**src/rtl/lcdhp_pkg.sv**
```systemverilog
// Shared constants and types for the LCD host port block
package lcdhp_pkg;

    // ----------------------------------------------------------------
    // Register map (byte addresses)
    // ----------------------------------------------------------------
    localparam int APB_AW = 8;
    localparam logic [APB_AW-1:0] OFS_CTRL = 8'h00;
    localparam logic [APB_AW-1:0] OFS_CHIP_ADDR = 8'h04;
    localparam logic [APB_AW-1:0] OFS_STATUS = 8'h08;
    localparam logic [APB_AW-1:0] OFS_LAST_CMD = 8'h0C;

    // CTRL and STATUS fields
    localparam int CTRL_ADDR_CHK_BIT = 0;
    localparam int ST_PAR_BIT = 0;
    localparam int ST_MODE_LSB = 1;
    localparam int ST_CHAR_RIGHT_BIT = 4;
    localparam int ST_BUSY_BIT = 5;
    localparam int ST_DIR_OUT_BIT = 6;

    localparam logic CTRL_RST = 1'b0;
    localparam logic [1:0] CHIP_ADDR_RST = 2'h0;
    localparam logic [7:0] CMD_RST = 8'h00;

    // ----------------------------------------------------------------
    // Mode setting commands
    // ----------------------------------------------------------------
    localparam logic [7:0] CMD_SET_WRITE = 8'h64;
    localparam logic [7:0] CMD_SET_READ = 8'h60;
    localparam logic [7:0] CMD_SET_AND = 8'h6C;
    localparam logic [7:0] CMD_SET_OR = 8'h68;
    localparam logic [7:0] CMD_CHAR_LEFT = 8'h71;
    localparam logic [7:0] CMD_CHAR_RIGHT = 8'h72;

    // ----------------------------------------------------------------
    // Link and character constants
    // ----------------------------------------------------------------
    localparam int SYNC_W = 10;
    localparam logic [2:0] SER_LAST = 3'h7;
    localparam logic [2:0] PAR_LAST = 3'h1;
    localparam logic [2:0] CHAR_LAST_COL = 3'h4;
    localparam logic [1:0] STRAP_WAIT = 2'h3;
    localparam int GLYPH_N = 160;
    localparam int GLYPH_W = 35;
    localparam int COL_W = 7;
    localparam logic [7:0] ASCII_LO = 8'h20;
    localparam logic [7:0] ASCII_HI = 8'h7F;
    localparam logic [7:0] KANA_LO = 8'hA0;
    localparam logic [7:0] KANA_HI = 8'hDF;
    localparam logic [7:0] KANA_BASE = 8'h60;

    typedef enum logic [2:0] {
        DM_WRITE = 3'b000,
        DM_READ = 3'b001,
        DM_AND = 3'b010,
        DM_OR = 3'b011,
        DM_CHAR = 3'b100
    } lcdhp_mode_t;

    typedef enum logic [2:0] {
        ST_IDLE = 3'b000,
        ST_FIN = 3'b001,
        ST_RMW_RD = 3'b010,
        ST_RMW_WR = 3'b011,
        ST_CHAR_WR = 3'b100,
        ST_FETCH = 3'b101,
        ST_FETCH_LD = 3'b110
    } lcdhp_state_t;

endpackage

```
**src/rtl/lcdhp_sync.sv**
```systemverilog
// Two-flop synchroniser for a group of pin inputs
`timescale 1ns/1ps
module lcdhp_sync #(
    parameter int W = 1
) (
    // Clock and reset
    input wire logic clk,
    input wire logic rst_b,
    // Data
    input wire logic [W-1:0] d,
    output logic [W-1:0] q
);
    logic [W-1:0] meta_ff;

    always_ff @(posedge clk or negedge rst_b) begin
        if (!rst_b) begin
            meta_ff <= '0;
            q <= '0;
        end else begin
            meta_ff <= d;
            q <= meta_ff;
        end
    end
endmodule // lcdhp_sync

```
**src/rtl/lcdhp_chargen.sv**
```systemverilog
// Character code to 5x7 column pattern lookup
`timescale 1ns/1ps
module lcdhp_chargen
    import lcdhp_pkg::*;
#(
    // Mask pattern table, glyph i at bits [35*i +: 35], column c at [7*c +: 7]
    parameter logic [GLYPH_N*GLYPH_W-1:0] GLYPH_ROM = '0
) (
    // Lookup
    input wire logic [7:0] code,
    input wire logic [2:0] col,
    output logic [COL_W-1:0] pattern
);
    logic [7:0] idx;
    logic hit;
    logic [GLYPH_W-1:0] glyph;

    always_comb begin
        idx = 8'h00;
        hit = 1'b0;
        if (code >= ASCII_LO && code <= ASCII_HI) begin
            idx = code - ASCII_LO;
            hit = 1'b1;
        end else if (code >= KANA_LO && code <= KANA_HI) begin
            idx = code - KANA_LO + KANA_BASE;
            hit = 1'b1;
        end
        glyph = GLYPH_ROM[GLYPH_W*idx +: GLYPH_W];
        // Codes outside both ranges give a blank cell
        pattern = hit ? glyph[COL_W*col +: COL_W] : '0;
    end
endmodule // lcdhp_chargen

```
**src/rtl/lcdhp_port.sv**
```systemverilog
// LCD controller host port: serial/nibble link, mode handling and APB status
//
// Contract
// - Interface select high at reset release picks nibble link, low picks serial.
// - Reset puts data processing mode to write so commands are accepted.
// - Write, AND, OR, character modes capture bits or nibbles on rising edges.
// - Read mode drives bits or nibbles on falling strobe or serial clock edges.
// - One 8-bit holding register sits between link and display memory.
// - Command/data select high routes the finished byte to the command decoder.
// - Write mode stores a data byte unchanged at the current pointer.
// - AND or OR mode merges data with the memory byte and writes back.
// - Character mode writes five 7-bit pattern columns to consecutive addresses.
// - Output only in read mode; entering read mode prefetches one byte.
// - Serial read shifts the holding register out MSB first on falling clocks.
// - Nibble read gives upper nibble on first falling strobe, lower on second.
// - After each eight bits delivered, the next memory byte is fetched.
// - Character generator works only after a character mode command.
// - Codes 20H to 7FH map to Latin and symbol patterns.
// - Codes A0H to DFH map to katakana and symbol patterns.
// - Byte latched at second strobe rise or eighth serial clock rise.
// - Busy output low from byte latch until processing completes.
// - Serial input shifts in on rising clock, first bit is the MSB.
// - Deselected or address mismatch ignores strobes, floats nibble bus and busy.
`timescale 1ns/1ps
module lcdhp_port
    import lcdhp_pkg::*;
#(
    parameter logic [GLYPH_N*GLYPH_W-1:0] GLYPH_ROM = '0
) (
    // Clock and reset
    input wire logic REF_CLK,
    input wire logic RST_B,
    // Host link pins
    input wire logic CS_N,
    input wire logic NIBBLE_STROBE_N,
    input wire logic CMD_DATA_SEL,
    input wire logic IF_SELECT,
    input wire logic [1:0] CHIP_ID_PINS,
    input wire logic [3:0] NIBBLE_BUS_I,
    output logic [3:0] NIBBLE_BUS_O,
    output logic [3:0] NIBBLE_BUS_OE,
    output logic BUSY_N_O,
    output logic BUSY_N_OE,
    // Command decoder output
    output logic CMD_VALID,
    output logic [7:0] CMD_BYTE,
    // Display memory side
    output logic MEM_RD,
    output logic MEM_WR,
    output logic [2:0] MEM_COL,
    output logic [7:0] MEM_WDATA,
    input wire logic [7:0] MEM_RDATA,
    // APB slave
    input wire logic PSEL,
    input wire logic PENABLE,
    input wire logic PWRITE,
    input wire logic [APB_AW-1:0] PADDR,
    input wire logic [31:0] PWDATA,
    output logic [31:0] PRDATA,
    output logic PREADY,
    output logic PSLVERR
);
    import lcdhp_pkg::*;

    // ----------------------------------------------------------------
    // Pin synchronisers
    // ----------------------------------------------------------------
    logic [SYNC_W-1:0] pin_raw, pin_s;
    logic s_stb_n, s_cs_n, s_cd, s_ifsel;
    logic [1:0] s_id;
    logic [3:0] s_nib;

    assign pin_raw = {NIBBLE_BUS_I, CHIP_ID_PINS, IF_SELECT, CMD_DATA_SEL, CS_N,
                      NIBBLE_STROBE_N};

    lcdhp_sync #(.W(SYNC_W)) u_sync (.clk(REF_CLK), .rst_b(RST_B), .d(pin_raw), .q(pin_s));

    assign {s_nib, s_id, s_ifsel, s_cd, s_cs_n, s_stb_n} = pin_s;

    // ----------------------------------------------------------------
    // Declarations
    // ----------------------------------------------------------------
    logic [1:0] strap_cnt_ff, chip_addr_ff;
    logic par_mode_ff, addr_chk_ff, char_right_ff, stb_prev_ff, cmd_valid_ff;
    logic mem_rd_ff, mem_wr_ff, pslverr_ff;
    lcdhp_mode_t mode_ff;
    lcdhp_state_t state_ff;
    logic [7:0] sr_ff, cmd_byte_ff, mem_wdata_ff, nxt_sr;
    logic [2:0] cnt_ff, col_ff, mem_col_ff;
    logic [3:0] out_nib_ff;
    logic [31:0] prdata_ff;
    logic [COL_W-1:0] glyph_col;
    logic addr_ok, sel, busy, dir_in, rise, fall, last_unit;
    logic byte_done, latch_ev, deliver_ev, fetch_load;

    // ----------------------------------------------------------------
    // Interface strap capture
    // ----------------------------------------------------------------
    // Synchroniser output is only trustworthy a few edges after release
    always_ff @(posedge REF_CLK or negedge RST_B) begin
        if (!RST_B) begin
            strap_cnt_ff <= 2'h0;
            par_mode_ff <= 1'b0;
        end else if (strap_cnt_ff != STRAP_WAIT) begin
            strap_cnt_ff <= strap_cnt_ff + 2'h1;
            par_mode_ff <= s_ifsel;
        end
    end

    // ----------------------------------------------------------------
    // Selection and edge detection
    // ----------------------------------------------------------------
    // Nibble link always compares chip id; serial only when enabled
    assign addr_ok = !(par_mode_ff || addr_chk_ff) || (s_id == chip_addr_ff);
    assign sel = !s_cs_n && addr_ok && (strap_cnt_ff == STRAP_WAIT);
    assign busy = (state_ff != ST_IDLE);
    // A command byte is always input, even in read mode
    assign dir_in = (mode_ff != DM_READ) || s_cd;
    assign rise = sel && !busy && s_stb_n && !stb_prev_ff;
    assign fall = sel && !busy && !s_stb_n && stb_prev_ff;
    assign last_unit = par_mode_ff ? (cnt_ff == PAR_LAST) : (cnt_ff == SER_LAST);
    assign byte_done = rise && last_unit;
    assign latch_ev = byte_done && dir_in;
    assign deliver_ev = byte_done && !dir_in;
    assign fetch_load = (state_ff == ST_FETCH_LD);

    always_ff @(posedge REF_CLK or negedge RST_B) begin
        if (!RST_B) begin
            stb_prev_ff <= 1'b1;
        end else begin
            stb_prev_ff <= s_stb_n;
        end
    end

    // ----------------------------------------------------------------
    // Holding register and link counter
    // ----------------------------------------------------------------
    always_comb begin
        if (par_mode_ff) begin
            nxt_sr = {sr_ff[3:0], s_nib};
        end else begin
            nxt_sr = {sr_ff[6:0], s_nib[0]};
        end
    end

    always_ff @(posedge REF_CLK or negedge RST_B) begin
        if (!RST_B) begin
            sr_ff <= 8'h00;
            cnt_ff <= 3'h0;
        end else if (fetch_load) begin
            sr_ff <= MEM_RDATA;
        end else if (!sel) begin
            // Deselect abandons a half transferred byte
            cnt_ff <= 3'h0;
        end else if (rise) begin
            cnt_ff <= last_unit ? 3'h0 : cnt_ff + 3'h1;
            if (dir_in) begin
                sr_ff <= nxt_sr;
            end
        end
    end

    always_ff @(posedge REF_CLK or negedge RST_B) begin
        if (!RST_B) begin
            out_nib_ff <= 4'h0;
        end else if (fall && !dir_in) begin
            if (par_mode_ff) begin
                out_nib_ff <= (cnt_ff == 3'h0) ? sr_ff[7:4] : sr_ff[3:0];
            end else begin
                out_nib_ff <= {sr_ff[SER_LAST - cnt_ff], 3'h0};
            end
        end
    end

    // ----------------------------------------------------------------
    // Pin drivers
    // ----------------------------------------------------------------
    always_comb begin
        NIBBLE_BUS_OE = 4'h0;
        if (sel && !dir_in) begin
            NIBBLE_BUS_OE = par_mode_ff ? 4'hF : 4'h8;
        end
    end

    assign NIBBLE_BUS_O = out_nib_ff;
    assign BUSY_N_O = !busy;
    assign BUSY_N_OE = sel;

    // ----------------------------------------------------------------
    // Command decode and data processing mode
    // ----------------------------------------------------------------
    always_ff @(posedge REF_CLK or negedge RST_B) begin
        if (!RST_B) begin
            mode_ff <= DM_WRITE;
            char_right_ff <= 1'b0;
            cmd_byte_ff <= CMD_RST;
            cmd_valid_ff <= 1'b0;
        end else begin
            cmd_valid_ff <= latch_ev && s_cd;
            if (latch_ev && s_cd) begin
                cmd_byte_ff <= nxt_sr;
                unique case (nxt_sr)
                    CMD_SET_WRITE: mode_ff <= DM_WRITE;
                    CMD_SET_READ: mode_ff <= DM_READ;
                    CMD_SET_AND: mode_ff <= DM_AND;
                    CMD_SET_OR: mode_ff <= DM_OR;
                    CMD_CHAR_LEFT: begin
                        mode_ff <= DM_CHAR;
                        char_right_ff <= 1'b0;
                    end
                    CMD_CHAR_RIGHT: begin
                        mode_ff <= DM_CHAR;
                        char_right_ff <= 1'b1;
                    end
                    default: ;
                endcase
            end
        end
    end

    assign CMD_VALID = cmd_valid_ff;
    assign CMD_BYTE = cmd_byte_ff;

    // ----------------------------------------------------------------
    // Character generator
    // ----------------------------------------------------------------
    lcdhp_chargen #(.GLYPH_ROM(GLYPH_ROM)) u_chargen (
        .code(sr_ff),
        .col(col_ff),
        .pattern(glyph_col)
    );

    // ----------------------------------------------------------------
    // Processing sequencer
    // ----------------------------------------------------------------
    always_ff @(posedge REF_CLK or negedge RST_B) begin
        if (!RST_B) begin
            state_ff <= ST_IDLE;
            col_ff <= 3'h0;
        end else begin
            unique case (state_ff)
                ST_IDLE: begin
                    col_ff <= 3'h0;
                    if (latch_ev && s_cd) begin
                        // Entering read mode primes the holding register
                        state_ff <= (nxt_sr == CMD_SET_READ) ? ST_FETCH : ST_FIN;
                    end else if (latch_ev) begin
                        unique case (mode_ff)
                            DM_AND, DM_OR: state_ff <= ST_RMW_RD;
                            DM_CHAR: state_ff <= ST_CHAR_WR;
                            default: state_ff <= ST_FIN;
                        endcase
                    end else if (deliver_ev) begin
                        state_ff <= ST_FETCH;
                    end
                end
                ST_RMW_RD: state_ff <= ST_RMW_WR;
                ST_RMW_WR: state_ff <= ST_FIN;
                ST_CHAR_WR: begin
                    col_ff <= col_ff + 3'h1;
                    if (col_ff == CHAR_LAST_COL) begin
                        state_ff <= ST_FIN;
                    end
                end
                ST_FETCH: state_ff <= ST_FETCH_LD;
                ST_FETCH_LD: state_ff <= ST_FIN;
                ST_FIN: state_ff <= ST_IDLE;
                default: state_ff <= ST_IDLE;
            endcase
        end
    end

    // ----------------------------------------------------------------
    // Display memory strobes
    // ----------------------------------------------------------------
    always_ff @(posedge REF_CLK or negedge RST_B) begin
        if (!RST_B) begin
            mem_rd_ff <= 1'b0;
            mem_wr_ff <= 1'b0;
            mem_wdata_ff <= 8'h00;
        end else begin
            mem_rd_ff <= 1'b0;
            mem_wr_ff <= 1'b0;
            if (state_ff == ST_IDLE && latch_ev && !s_cd) begin
                if (mode_ff == DM_AND || mode_ff == DM_OR) begin
                    mem_rd_ff <= 1'b1;
                end else if (mode_ff == DM_WRITE) begin
                    mem_wr_ff <= 1'b1;
                    mem_wdata_ff <= nxt_sr;
                end
            end else if (state_ff == ST_IDLE && (deliver_ev || (latch_ev && s_cd
                         && nxt_sr == CMD_SET_READ))) begin
                mem_rd_ff <= 1'b1;
            end else if (state_ff == ST_RMW_WR) begin
                mem_wr_ff <= 1'b1;
                mem_wdata_ff <= (mode_ff == DM_AND) ? (sr_ff & MEM_RDATA)
                                                    : (sr_ff | MEM_RDATA);
            end else if (state_ff == ST_CHAR_WR) begin
                mem_wr_ff <= 1'b1;
                // Top bit is left for the cursor, never set by a glyph
                mem_wdata_ff <= {1'b0, glyph_col};
            end
        end
    end

    // Column offset of each write lags the sequencer by one edge
    always_ff @(posedge REF_CLK or negedge RST_B) begin
        if (!RST_B) begin
            mem_col_ff <= 3'h0;
        end else begin
            mem_col_ff <= (state_ff == ST_CHAR_WR) ? col_ff : 3'h0;
        end
    end

    assign MEM_RD = mem_rd_ff;
    assign MEM_WR = mem_wr_ff;
    assign MEM_WDATA = mem_wdata_ff;
    assign MEM_COL = mem_col_ff;

    // ----------------------------------------------------------------
    // APB slave
    // ----------------------------------------------------------------
    logic apb_wr, apb_rd, apb_hit;

    assign apb_hit = (PADDR == OFS_CTRL) || (PADDR == OFS_CHIP_ADDR)
                     || (PADDR == OFS_STATUS) || (PADDR == OFS_LAST_CMD);
    assign apb_wr = PSEL && PENABLE && PWRITE;
    assign apb_rd = PSEL && !PENABLE && !PWRITE;

    always_ff @(posedge REF_CLK or negedge RST_B) begin
        if (!RST_B) begin
            addr_chk_ff <= CTRL_RST;
            chip_addr_ff <= CHIP_ADDR_RST;
        end else if (apb_wr) begin
            if (PADDR == OFS_CTRL) begin
                addr_chk_ff <= PWDATA[CTRL_ADDR_CHK_BIT];
            end
            if (PADDR == OFS_CHIP_ADDR) begin
                chip_addr_ff <= PWDATA[1:0];
            end
        end
    end

    // Read data is captured in setup so the access phase answers at once
    always_ff @(posedge REF_CLK or negedge RST_B) begin
        if (!RST_B) begin
            prdata_ff <= 32'h0000_0000;
            pslverr_ff <= 1'b0;
        end else if (PSEL && !PENABLE) begin
            pslverr_ff <= !apb_hit;
            prdata_ff <= 32'h0000_0000;
            if (apb_rd) begin
                unique case (PADDR)
                    OFS_CTRL: prdata_ff[CTRL_ADDR_CHK_BIT] <= addr_chk_ff;
                    OFS_CHIP_ADDR: prdata_ff[1:0] <= chip_addr_ff;
                    OFS_STATUS: begin
                        prdata_ff[ST_PAR_BIT] <= par_mode_ff;
                        prdata_ff[ST_MODE_LSB +: 3] <= mode_ff;
                        prdata_ff[ST_CHAR_RIGHT_BIT] <= char_right_ff;
                        prdata_ff[ST_BUSY_BIT] <= busy;
                        prdata_ff[ST_DIR_OUT_BIT] <= !dir_in;
                    end
                    OFS_LAST_CMD: prdata_ff[7:0] <= cmd_byte_ff;
                    default: ;
                endcase
            end
        end
    end

    assign PREADY = 1'b1;
    assign PRDATA = prdata_ff;
    assign PSLVERR = pslverr_ff && PSEL && PENABLE;

endmodule // lcdhp_port

```
**config.mk**
```make
export PLATFORM = sky130hd
export DESIGN_NAME = lcdhp_port
export DESIGN_NICKNAME = d
export VERILOG_FILES = /design/src/rtl/lcdhp_pkg.sv /design/src/rtl/lcdhp_sync.sv /design/src/rtl/lcdhp_chargen.sv /design/src/rtl/lcdhp_port.sv
export SDC_FILE = /design/constraint.sdc
export NUM_CORES = 1
export LEC_CHECK = 0
export BUFFER_PORTS_ARGS = -buffer_cell sky130_fd_sc_hd__buf_2
export CAP_MARGIN = 20
export CORE_ASPECT_RATIO = 1.5
export CORE_MARGIN = 1
export CORE_UTILIZATION = 51
export DETAILED_ROUTE_END_ITERATION = 6
export PLACE_DENSITY = 0.78
export SETUP_SLACK_MARGIN = 0.05
export SYNTH_ARGS = -nofsm -noshare
export SYNTH_HDL_FRONTEND = slang
export SYNTH_SLANG_ARGS = --single-unit
```
**constraint.sdc**
```tcl
create_clock -name REF_CLK -period 2.76 [get_ports REF_CLK]
set_clock_uncertainty 0.05 [all_clocks]
set_input_delay 0.552 -clock REF_CLK [delete_from_list [all_inputs] [get_ports REF_CLK]]
set_output_delay 0.552 -clock REF_CLK [all_outputs]
set_load 0.005 [all_outputs]
```
After elaboration in Yosys (flattened, before gate mapping):

Index checks and enable logic that the tools add are counted.

* $add $sub $neg: 7
* shift operators: 2
* bitwise gates (word level): 3
* $lt $le $gt $ge: 5
* reduce and logical (&&, ||, !) cells: 66
* multiply operators: 2
* equal/unequal tests: 30
* muxes and demuxes: 52

Operators by type and width (count)
* 5600-bit by 15-bit variable part select with 35-bit output, first input constant: 1
* 8-bit 2-to-1 mux: 15
* 8-bit by 7-bit equality test with 1-bit output, second input constant: 6
* 35-bit by 7-bit variable part select with 7-bit output: 1
* 3-bit 2-to-1 mux: 10
* 3-bit one-hot mux with 5 select lines: 2
* 1-bit logical AND: 25
* 3-bit equality test, second input constant: 6
* 8-bit by 4-bit equality test with 1-bit output, second input constant: 2
* 6-bit by 8-bit multiplier with 14-bit output, first input constant: 1
* 1-bit 2-to-1 mux: 14
* 3-bit by 2-bit equality test with 1-bit output, second input constant: 4
* 4-bit 2-to-1 mux: 3
* 3-bit one-hot mux with 2 select lines: 2
* 2-bit AND reduction: 6
* 1-bit logical NOT: 10
* 5-bit one-hot mux with 2 select lines: 1
* 2-bit nonzero test: 5
* 3-bit logical NOT: 3
* 8-bit by 7-bit adder with 8-bit output, second input constant: 1
* 8-bit bitwise AND: 1
* 8-bit by 3-bit equality test with 1-bit output, second input constant: 1
* 8-bit by 6-bit >= comparator with 1-bit output, second input constant: 1
* 8-bit >= comparator, second input constant: 1
* other kinds (30): 45

* register bits: 83
* logic and storage cells: 189

Depth between registers and ports, before layout:

Gate-level depths: netlist (run 1).

* depth in word-level cells: 16
* gate-level depth with buffers: 8

Cells and area by module:

A second synthesis (run 1) with hierarchy kept.

* cells, all modules: 418
* area, all modules: 4274.1 µm²

Modules (own cells, without submodules)
* lcdhp_port: times used 1, cells an instance 390, sequential area each 1577.8 µm², area each 3717.3 µm²
* lcdhp_sync: times used 1, cells an instance 20, sequential area each 500.5 µm², area each 500.5 µm²
* lcdhp_chargen: times used 1, cells an instance 8, sequential area each 0.0 µm², area each 56.3 µm²

Least setup slack after synthesis (run 1):

OpenSTA, ideal clock, no wires.

* path type: register to output
* from: register strap_cnt_ff[0]
* to: output NIBBLE_BUS_OE[1]
* required time: 2.158 ns
* data arrival time: 1.446 ns
* stages on the path, launching flop included: 7
* setup slack: 0.712 ns
* buffers on the path: 1
* path through: dfrtp_1 > ha_1 > nor2b_1 > nand2_1 > nor2_1 > and2_1 > buf_4

* longest elaborated chain between the ends: 4

Ends and longest elaborated chain
* from (decl): RTL line lcdhp_port.sv:83 `logic [1:0] strap_cnt_ff, chip_addr_ff;`
* from (signal assigned): RTL line lcdhp_port.sv:105 `strap_cnt_ff <= strap_cnt_ff + 2'h1;`
* 2-bit equality test: RTL line lcdhp_port.sv:115 `assign sel = !s_cs_n && addr_ok && (strap_cnt_ff == STRAP_WAIT);`
* 1-bit logical AND: RTL line lcdhp_port.sv:115
* 1-bit logical AND: RTL line lcdhp_port.sv:180 `if (sel && !dir_in) begin`
* 4-bit 2-to-1 mux: RTL line lcdhp_port.sv:180
* to (decl): RTL line lcdhp_port.sv:41 `output logic [3:0] NIBBLE_BUS_OE,`

No other way between the ends.

Final worst setup path (run 1):

* from: register par_mode_ff
* to: output NIBBLE_BUS_OE[1]

* longest elaborated chain between the ends: 7
* elaborated cells on any way between the ends: 8
* those cells by class: 2 x mux; 6 x reduce/logical

Ends and longest elaborated chain
* from (decl): RTL line lcdhp_port.sv:84 `logic par_mode_ff, addr_chk_ff, char_right_ff, stb_prev_ff, cmd_valid_ff;`
* from (signal assigned): RTL line lcdhp_port.sv:106 `par_mode_ff <= s_ifsel;`
* 1-bit logical OR: RTL line lcdhp_port.sv:114 `assign addr_ok = !(par_mode_ff || addr_chk_ff) || (s_id == chip_addr_ff);`
* 1-bit logical NOT: RTL line lcdhp_port.sv:114
* 1-bit logical OR: RTL line lcdhp_port.sv:114
* 1-bit logical AND (2 in series): RTL line lcdhp_port.sv:115
* 1-bit logical AND: RTL line lcdhp_port.sv:180
* 4-bit 2-to-1 mux (*): RTL line lcdhp_port.sv:180

Every way passes the cells marked *; elsewhere a longest branch is shown, timed or not.

==> results.md, run 1 <==
* Clock share of power at 0.413
* Net Sw Frac at 0.253
* Pins Over Slew Limit at 0
* Critical path peak fanout at 11
* Synth Cell Area at about 0.0041 mm^2
* Setup TNS Final at 0 ps
* Maxcap violations at 0
* Sequential cell area at a little over 0.002 mm^2
* CTS root buf: clkbuf_16
* Row cnt at 39
* Cts hold-fix bufs at 0
* Async set-reset flop share out of synthesis at 1.00
* Die H at approximately 110 um
* Syn avg cell area at approximately 10 um^2
* Max IR drop VDD at approximately 0.40 mV
* Arr. time, crit path at roughly 1900 ps
* RSZ-0062 raised after global routing: false
* Clock buffer depth at 2
* Dpl hpwl at between 6 and 7 mm
* Initial antenna violation count at 0
* Pint at ~2200 uW
* Die width at 75.2 um
* Wire length per cell after detailed routing at approximately 14 um
* Die ar. at between 0.008 and 0.009 mm^2
* Post-synth EDFFs at 0
* Global-route wire length before repair at roughly 14 mm
* # setup viols final at 0
* Fin crit period at approximately 2500 ps
* Worst Path Buf+Inv at 1
* Vias post-DR at 3033
* Post-DRT Antenna Nets at 0
* Setup Buffers After CTS at 0
* Highest clock rate at roughly 390 MHz
* CP cell instances: o22ai_2 -> nand2_1 -> nor2_1 -> and2_1 -> buf_2
* Family with the most delay on the worst path: simple AND/OR/NAND/NOR gates
* Yosys reg bits at 83
* Hold_ws at approximately 130 ps
* Largest stage delay, worst path at 530 ps
* Top_reg_cell synth: dfrtp_1
* Mapped Cells at 394
* Dpl ws at 412 ps
* Synth-to-Final Area Change at 16.8%
* DR iter-0 viols at about 150
* Routed WL at just over 8 mm
* Nets at about 530
* Largest net degree at the start of global routing at 45
* Net load switching power at 734 uW
* Synthesis Warnings at 0
* Layout cell share with drive strength beyond 1 at 0.264
* Final Core Density at 0.620
* Drt first pass iters at 4
* CTS Buf Count at 9
* Placed cells at 555
* Least-Margin Pin Slew at 722 ps
* Number of cells in the finished layout apart from fillers at 571
* CP Capture Type: output pin
* CTS tree: yes
* Final period util at 0.921
* Post-route DRC at 0
* Fill count at 658
* Clock slew seen by the registers of the worst setup and hold paths at about 60 ps
* Vias per cell at approximately 5.3
* Core Region at between 0.007 and 0.008 mm^2
* Critical-path top delay cell: dfrtp_1
* Multi-input gate area at roughly 0.0018 mm^2
* Post-synthesis sequential area ratio at 0.507
* Congestion Overflow GR at 0
* Global placement routability congestion at between 0.8 and 0.9
* Crit Path Class: reg -> out
* CTS sink cnt at 83
* Post-cts resize count at 0
* Total GRT Usage at 0.217
* Outcome: completed
* Final Hold Fails at 0
* Hold Crit Class: in -> async
* Sequential power share at 0.477
* Initial core utilization at 0.531
* # port buffers at between 70 and 80
* Worst-Skew Late Latency at between 300 and 400 ps
* Final WS setup at about 220 ps
* IO Pins at 129
* PD cells at 606 mW/mm^2
* Cell variety after synth at 57
* Rel. slew slack at 0.519
* Type of element launching the critical path: register
* Worst path required time at 2160 ps
* Gate power share at 0.110
* Vias in the first global route at roughly 2800
* Leak Pwr at 0.00235 uW
* N_diodes at 0
* H-tree depth at 3
[registers in the layout, summed over array words and instances, names as in the netlist, 2 cells and up]
signal	count
sr_ff	8
PRDATA	8
chip_addr_ff	2
NIBBLE_BUS_O	4
MEM_COL	3
mode_ff	3
col_ff	3
strap_cnt_ff	2
CMD_BYTE	8
state_ff	3
u_sync.meta_ff	10
cnt_ff	3
MEM_WDATA	8
u_sync.q	10
[cells in the final DEF, fill, tap and decap left out, types with 8 or more instances in the layout]
cell type  Yosys  routed
nor2_1        21      21
maj3_1         8       8
inv_1         10      10
dfrtp_1       82      82
conb_1         2      25
clkbuf_16      0       9
nand2_1       53      53
mux2_2        17      17
o21ai_0       32      32
buf_4         27       9
a21oi_1        8       8
mux2i_1       15      15
nand3_1       10      10
buf_2          5      72
[area by class of cell]
class / count / area share
Inverter: 11 / 0.00863
Timing Repair Buffer: 82 / 0.0937
Multi-Input combinational cell: 277 / 0.373
Sequential cell: 83 / 0.435
Clock inverter: 5 / 0.0131
Clock buffer: 11 / 0.0508
Tap cell: 102 / 0.0267
[per-layer routing]
| layer | GRT usage | up-vias | share of wire |
|---|---|---|---|
| li1 | - | 1469 | - |
| met1 | 0.264 | 1453 | 0.41 |
| met2 | 0.359 | 95 | 0.52 |
| met3 | 0.0471 | 16 | 0.041 |
| met4 | 0.101 | 0 | 0.031 |
| met5 | 0 | - | 0 |
[logic make-up after synthesis]
logic type / count (synthesis) / synth area share
adder cells (fa/ha/maj): 15 / 0.0409
AO/OA/AOI/OAI: 70 / 0.107
AND/OR/NAND/NOR: 128 / 0.156
flip-flops: 83 / 0.507
XOR/XNOR: 4 / 0.00856
multiplexers: 35 / 0.0999
buffers and inverters: 57 / 0.0785
other: 2 / 0.00183
[cell usage after synthesis, types with 8 or more instances]
| cell | instances | share of area |
|---|---|---|
| inv_1 | 10 | 0.0092 |
| o21ai_0 | 32 | 0.039 |
| nor2_1 | 21 | 0.019 |
| mux2_2 | 17 | 0.047 |
| buf_4 | 27 | 0.049 |
| nand2_1 | 53 | 0.049 |
| maj3_1 | 8 | 0.020 |
| clkbuf_1 | 12 | 0.011 |
| dfrtp_1 | 82 | 0.50 |
| mux2i_1 | 15 | 0.037 |
| a21oi_1 | 8 | 0.0098 |
| nand3_1 | 10 | 0.012 |
[metrics by stage]
step | power [uW] | cell area [um^2]
2_1_floorplan | 1600 | 4180
3_3_place_gp | 1710 | 4480
5_1_grt | 3020 | 4780
6_report | 2900 | 4780
3_5_place_dp | 1720 | 4480
4_1_cts | 2920 | 4780
[power by group through the flow]
stage	Clock [uW]	Sequential (uW)	Combinational (uW)
finish	1200	1380	320
global route	1260	1390	365
CTS	1220	1380	321
detailed placement	0	1400	320
global placement	0	1400	312
floorplan	0	1350	250
[worst paths after layout]
check                           cells past startpoint                end  slack, ps               from
worst min register to register                      0        u_sync.q[2]        290  u_sync.meta_ff[2]
worst max-delay path                                5   NIBBLE_BUS_OE[1]        220        par_mode_ff
min in group REF_CLK                                1  u_sync.meta_ff[5]        270    CHIP_ID_PINS[1]
worst min-delay path                                1         MEM_COL[0]        130              RST_B
worst max register to register                      7         mode_ff[2]        450          cnt_ff[0]
max in group asynchronous                           2           sr_ff[6]       1940              RST_B
Power figures use the tool's default switching activity.
==> run 2, diff against run 1 <==
ABC_AREA = 1   (was not set)
CORE_UTILIZATION = 52   (was 51)
PLACE_DENSITY = 0.8   (was 0.78)
==> run 2 against run 1 <==
  * Flip-flop and latch count stayed put
  * First-iteration DRC count is 4.6% higher
  * Register-to-register slack gained 250 ps
  * Largest power group unchanged
==> results.md, run 2 <==
* Pint at 2310 uW (was 2170 uW)
* Vias in the first global route at 3237 (was 2804)
* Fin crit period at 2360 ps (was 2540 ps)
* Largest net degree at the start of global routing at 47 (was 45)
* Top Registers: u_sync.meta_ff (10), u_sync.q (10) (unchanged)
* Row cnt at 40 (was 39)
* Post-synth EDFFs at 0 (unchanged)
* RSZ-0062 raised after global routing: false (unchanged)
* Synth-to-Final Area Change at 15.0% (was 16.8%)
* Async set-reset flop share out of synthesis at 1.00 (unchanged)
* Crit Path Class: reg -> out (unchanged)
* Initial core utilization at 0.537 (was 0.531)
* IO Pins at 129 (unchanged)
* Total GRT Usage at 0.224 (was 0.217)
* Post-cts resize count at 0 (unchanged)
* Reg-to-reg startpoint: strap_cnt_ff[0] (was cnt_ff[0])
* Clock slew seen by the registers of the worst setup and hold paths at 60 ps (about the same)
* Max IR drop VDD at 0.485 mV (was 0.402 mV)
* CP Capture Type: output pin (unchanged)
* # port buffers at 73 (unchanged)
* CTS root buf: clkbuf_16 (unchanged)
* Gate power share at 0.264 (was 0.110)
* R2R Path End: mode_ff[1] (was mode_ff[2])
* Least-Margin Pin Slew at 704 ps (was 722 ps)
* Top_reg_cell synth: dfrtp_1 (unchanged)
* Top-count cell post-synth: nand2_1 (was dfrtp_1)
* Final period util at 0.854 (was 0.921)
* Layout cell share with drive strength beyond 1 at 0.243 (was 0.264)
* Post-route DRC at 0 (unchanged)
* Cts hold-fix bufs at 0 (unchanged)
* Nets at 628 (was 534)
* CTS tree: yes (unchanged)
* Cell variety after synth at 46 (was 57)
* Routed WL at 8.97 mm (was 8.15 mm)
* N_diodes at 0 (unchanged)
* Leak Pwr at 0.00257 uW (was 0.00235 uW)
* Congestion Overflow GR at 0 (unchanged)
* DR iter-0 viols at 160 (was 153)
* Pins Over Slew Limit at 0 (unchanged)
* Global-route wire length before repair at 15.0 mm (was 13.5 mm)
* R2R cell count at 10 (was 7)
* Synth Cell Area at 0.00430 mm^2 (was 0.00410 mm^2)
* Die H at 113 um (was 112 um)
* Most frequent cells in the layout: 108 x nand2_1, 82 x dfrtp_1, 72 x buf_2 (was 82 x dfrtp_1, 72 x buf_2, 53 x nand2_1)
* Arr. time, crit path at 1750 ps (was 1940 ps)
* Maxcap violations at 0 (unchanged)
* Global placement routability congestion at 0.882 (was 0.846)
* Post-synthesis sequential area ratio at 0.483 (was 0.507)
* Synth top cells by count: 108 x nand2_1, 82 x dfrtp_1, 52 x inv_1, 44 x o21ai_0, 28 x buf_4 (was 82 x dfrtp_1, 53 x nand2_1, 32 x o21ai_0, 27 x buf_4, 21 x nor2_1)
* Vias post-DR at 3391 (was 3033)
* Core Region at 0.00801 mm^2 (was 0.00771 mm^2)
* Initial antenna violation count at 0 (unchanged)
* Rel. slew slack at 0.529 (was 0.519)
* Type of element launching the critical path: register (unchanged)
* Clock buffer depth at 2 (unchanged)
* Setup TNS Final at 0 ps (unchanged)
* Net load switching power at 1290 uW (was 734 uW)
* Post-DRT Antenna Nets at 0 (unchanged)
* Wire length per cell after detailed routing at 13.4 um (was 14.3 um)
* Drt first pass iters at 4 (unchanged)
* Outcome: completed (unchanged)
* Clock share of power at 0.307 (was 0.413)
* Hold Crit Class: in -> async (unchanged)
* Final Hold Fails at 0 (unchanged)
* Net Sw Frac at 0.359 (was 0.253)
* Synthesis Warnings at 0 (unchanged)
* Dominant cell type by area after synthesis: dfrtp_1 (unchanged)
* Yosys reg bits at 83 (unchanged)
* CTS sink cnt at 83 (unchanged)
* # setup viols final at 0 (unchanged)
* Top cell type's share of synthesized area at 0.477 (was 0.501)
* Dpl hpwl at 6.80 mm (was 6.14 mm)
* H-tree depth at 3 (unchanged)
* Worst-Skew Late Latency at 340 ps (about the same)
* Critical path peak fanout at 6 (was 11)
* Most common library cell in the layout ignoring fill and taps: nand2_1 (was dfrtp_1)
* Syn avg cell area at 8.95 um^2 (was 10.4 um^2)
* Highest clock rate at 424 MHz (was 393 MHz)
* Setup Buffers After CTS at 0 (unchanged)
* Sequential power share at 0.429 (was 0.477)
* Vias per cell at 5.08 (was 5.31)
* Die width at 76.3 um (was 75.2 um)
* Mapped Cells at 481 (was 394)
* Hold_ws at 122 ps (was 130 ps)
* CTS Buf Count at 9 (unchanged)
* Largest cells by area after synthesis: dfrtp_1 48%, nand2_1 9.4%, o21ai_0 5.1%, buf_4 4.9%, inv_1 4.5% (was dfrtp_1 50%, buf_4 4.9%, nand2_1 4.9%, mux2_2 4.7%, o21ai_0 3.9%)
* Register-to-register setup slack at 700 ps (was 450 ps)
* Worst path required time at 2160 ps (about the same)
* Die ar. at 0.00865 mm^2 (was 0.00840 mm^2)
* PD cells at 728 mW/mm^2 (was 606 mW/mm^2)
## run 2: changes by cell type after synthesis, moves of 8 or more
cell | before | now
mux2i_1 | 15 | 0
o21ai_0 | 32 | 44
nand2_1 | 53 | 108
o211ai_1 | 5 | 14
inv_1 | 10 | 52
mux2_2 | 17 | 3
nand3_1 | 10 | 27
maj3_1 | 8 | 0
clkbuf_1 | 12 | 2
## run 2: cell type report
class | instances | area [um^2]
fillers | 726 | 3060
flip-flops and latches | 83 | 2080
multi-input cells | 330 | 1840
repair buffers | 76 | 403
clock buffers | 9 | 225
inverters | 58 | 219
well taps | 105 | 131
clock inverters | 7 | 52.6
## run 2: worst max-delay path: stages, from the launching register on
cell and delay [ps]:
dfrtp_1 360, ha_1 210, inv_1 110, nor2_4 140, nand2_1 170, nor3_1 250
buf_2 170
## run 2: per-layer routing
metal / part of all wire / global-route usage
met5: 0 / 0
met4: 0.033 / 0.132
met3: 0.037 / 0.0288
met2: 0.53 / 0.405
met1: 0.40 / 0.251
## run 2: worst max path at each step
stage	startpoint	to	cells after the start
2_1_floorplan	strap_cnt_ff[0]	NIBBLE_BUS_OE[1]	6
3_3_place_gp	strap_cnt_ff[0]	mode_ff[1]	10
3_5_place_dp	strap_cnt_ff[0]	mode_ff[1]	10
4_1_cts	strap_cnt_ff[0]	NIBBLE_BUS_OE[0]	6
5_1_grt	strap_cnt_ff[0]	NIBBLE_BUS_OE[0]	6
6_report	strap_cnt_ff[0]	NIBBLE_BUS_OE[0]	6
## run 2: power by group through the flow
stage	clock network, uW	registers [uW]	logic (uW)
global placement	0	1550	925
finish	1110	1550	951
global route	1170	1570	1080
CTS	1130	1540	956
floorplan	0	1530	688
detailed placement	0	1560	948
## run 2: cells by family after synthesis
kind of cell	count (synthesis)	synth area share
AOI/OAI and AO/OA	98	0.142
adders and majority gates	7	0.0204
muxes	3	0.00785
DFF	83	0.483
other	2	0.00175
xor gates and xnor gates	1	0.00204
and+or+nand+nor	196	0.234
buffers and inverters	91	0.109
## run 2: stage by stage
stage          std cells  total power (uW)  setup WS (ps)   util  cell area [um^2]
2_1_floorplan        504              2220            810      -              4390
6_report             668              3600            404  0.618              4950
3_5_place_dp         652              2510            726  0.583              4670
3_3_place_gp         652              2480            787  0.583              4670
4_1_cts              668              3620            367  0.618              4950
5_1_grt              668              3810            228  0.618              4950
==> run 3, diff against run 2 <==
CORE_ASPECT_RATIO = 0.7   (was 1.5)
==> run 3 against run 2 <==
  * Power is 3.8% higher
  * Clock power grew 9.9%
  * Flip-flop and latch count unchanged
  * Maximum frequency down 2.1%
  * Wire length up 8.2%
  * Critical path depth unchanged
  * Hold slack lost 44 ps
  * Global-route usage rose by 1.1 points
  * First-iteration DRC count up 110%
  * Final area grew 0.56%
==> results.md, run 3 (synthesis gave the netlist of run 2 again) <==
* Max IR drop VDD at 0.509 mV (was 0.485 mV)
* CTS root buf: clkbuf_16 (unchanged)
* Total GRT Usage at 0.234 (was 0.224)
* Initial antenna violation count at 0 (unchanged)
* Type of element launching the critical path: register (unchanged)
* Dpl hpwl at 7.12 mm (was 6.80 mm)
* Final Hold Fails at 0 (unchanged)
* # port buffers at 73 (unchanged)
* Pins Over Slew Limit at 0 (unchanged)
* Worst path required time at 2160 ps (about the same)
* # setup viols final at 0 (unchanged)
* Vias per cell at 5.32 (was 5.08)
* Most common library cell in the layout ignoring fill and taps: nand2_1 (unchanged)
* Outcome: completed (unchanged)
* Initial core utilization at 0.542 (was 0.537)
* Row cnt at 27 (was 40)
* Vias in the first global route at 3273 (was 3237)
* Wire length per cell after detailed routing at 14.6 um (was 13.4 um)
* CTS tree: yes (unchanged)
* Most frequent cells in the layout: 108 x nand2_1, 82 x dfrtp_1, 72 x buf_2 (unchanged)
* Cts hold-fix bufs at 0 (unchanged)
* Leak Pwr at 0.00260 uW (was 0.00257 uW)
* Highest clock rate at 415 MHz (was 424 MHz)
* Hold Crit Class: in -> async (unchanged)
* IO Pins at 129 (unchanged)
* Critical path peak fanout at 6 (unchanged)
* N_diodes at 0 (unchanged)
* PD cells at 752 mW/mm^2 (was 728 mW/mm^2)
* Final period util at 0.872 (was 0.854)
* Clock slew seen by the registers of the worst setup and hold paths at 60 ps (about the same)
* Nets at 628 (unchanged)
* H-tree depth at 3 (unchanged)
* Maxcap violations at 0 (unchanged)
* Top Registers: u_sync.meta_ff (10), u_sync.q (10) (unchanged)
* CTS sink cnt at 83 (unchanged)
* Post-cts resize count at 0 (unchanged)
* Setup TNS Final at 0 ps (unchanged)
* Synth-to-Final Area Change at 15.7% (was 15.0%)
* Least-Margin Pin Slew at 802 ps (was 704 ps)
* CP Capture Type: output pin (unchanged)
* Clock buffer depth at 2 (unchanged)
* RSZ-0062 raised after global routing: false (unchanged)
* Arr. time, crit path at 1800 ps (was 1750 ps)
* Drt first pass iters at 7 (was 4)
* Worst-Skew Late Latency at 340 ps (about the same)
* Layout cell share with drive strength beyond 1 at 0.243 (unchanged)
* Die width at 111 um (was 76.3 um)
* Global placement routability congestion at 0.835 (was 0.882)
* DR iter-0 viols at 343 (was 160)
* Crit Path Class: reg -> out (unchanged)
* Routed WL at 9.71 mm (was 8.97 mm)
* Post-route DRC at 0 (unchanged)
* Largest net degree at the start of global routing at 84 (was 47)
* Die H at 78.1 um (was 113 um)
* CTS Buf Count at 9 (unchanged)
* Post-DRT Antenna Nets at 0 (unchanged)
* Vias post-DR at 3535 (was 3391)
* Global-route wire length before repair at 15.8 mm (was 15.0 mm)
* Fin crit period at 2410 ps (was 2360 ps)
* Die ar. at 0.00865 mm^2 (about the same)
* Congestion Overflow GR at 0 (unchanged)
* Fill count at 685 (was 726)
* Setup Buffers After CTS at 0 (unchanged)
* Rel. slew slack at 0.464 (was 0.529)
* Power Total at 3740 uW (was 3600 uW)
* Core Region at 0.00794 mm^2 (was 0.00801 mm^2)
run 3: worst max-delay path, cell delays in order, from the launching register on:
cell and delay [ps]:
dfrtp_1 370, ha_1 220, inv_1 120, nor2_4 150, nand2_1 170, nor3_1 260
buf_2 170
run 3: stage by stage:
step / hold slack [ps] / utilization / cell area (um^2) / setup slack (ps) / cells
after global routing: 106 / 0.627 / 4980 / 175 / 664
final: 78.1 / 0.627 / 4980 / 353 / 664
after CTS: 250 / 0.623 / 4950 / 303 / 663
after detailed placement: 285 / 0.585 / 4650 / 668 / 647
after global placement: 281 / 0.585 / 4650 / 767 / 647
after floorplan: 206 / - / 4390 / 810 / 504
run 3: cell type report:
class | instances | area (um^2) | area share
sequential | 83 | 2080 | 0.418
multi-input combinational | 330 | 1840 | 0.370
timing repair buffer | 76 | 410 | 0.0825
clock buffer | 9 | 225 | 0.0452
inverter | 58 | 219 | 0.0440
tap | 101 | 126 | 0.0254
clock inverter | 7 | 77.6 | 0.0156
run 3: path summary, 6_finish.rpt:
| kind | slack, ps | end | depth (start not counted) | start |
|---|---|---|---|---|
| worst min-delay path | 80 | PRDATA[3] | 1 | RST_B |
| worst max-delay path | 350 | NIBBLE_BUS_OE[2] | 6 | strap_cnt_ff[0] |
| max in group asynchronous | 1950 | stb_prev_ff | 2 | RST_B |
| worst max register to register | 650 | mode_ff[1] | 10 | strap_cnt_ff[0] |
| worst min register to register | 300 | u_sync.q[9] | 0 | u_sync.meta_ff[9] |
| min in group REF_CLK | 260 | u_sync.meta_ff[7] | 1 | NIBBLE_BUS_I[1] |
run 3: power by group:
| group | switching (uW) | internal (uW) | leakage [uW] |
|---|---|---|---|
| combinational | 663 | 315 | 0.00139 |
| sequential | 161 | 1390 | 0.00107 |
| clock | 510 | 707 | 0.000146 |
run 3: metal layers:
metal / wire length (um) / up-vias / track usage
li1: - / 1692 / -
met1: 4360 / 1660 / 0.321
met2: 4430 / 169 / 0.357
met3: 785 / 14 / 0.0641
met4: 133 / 0 / 0.0893
met5: 0 / - / 0
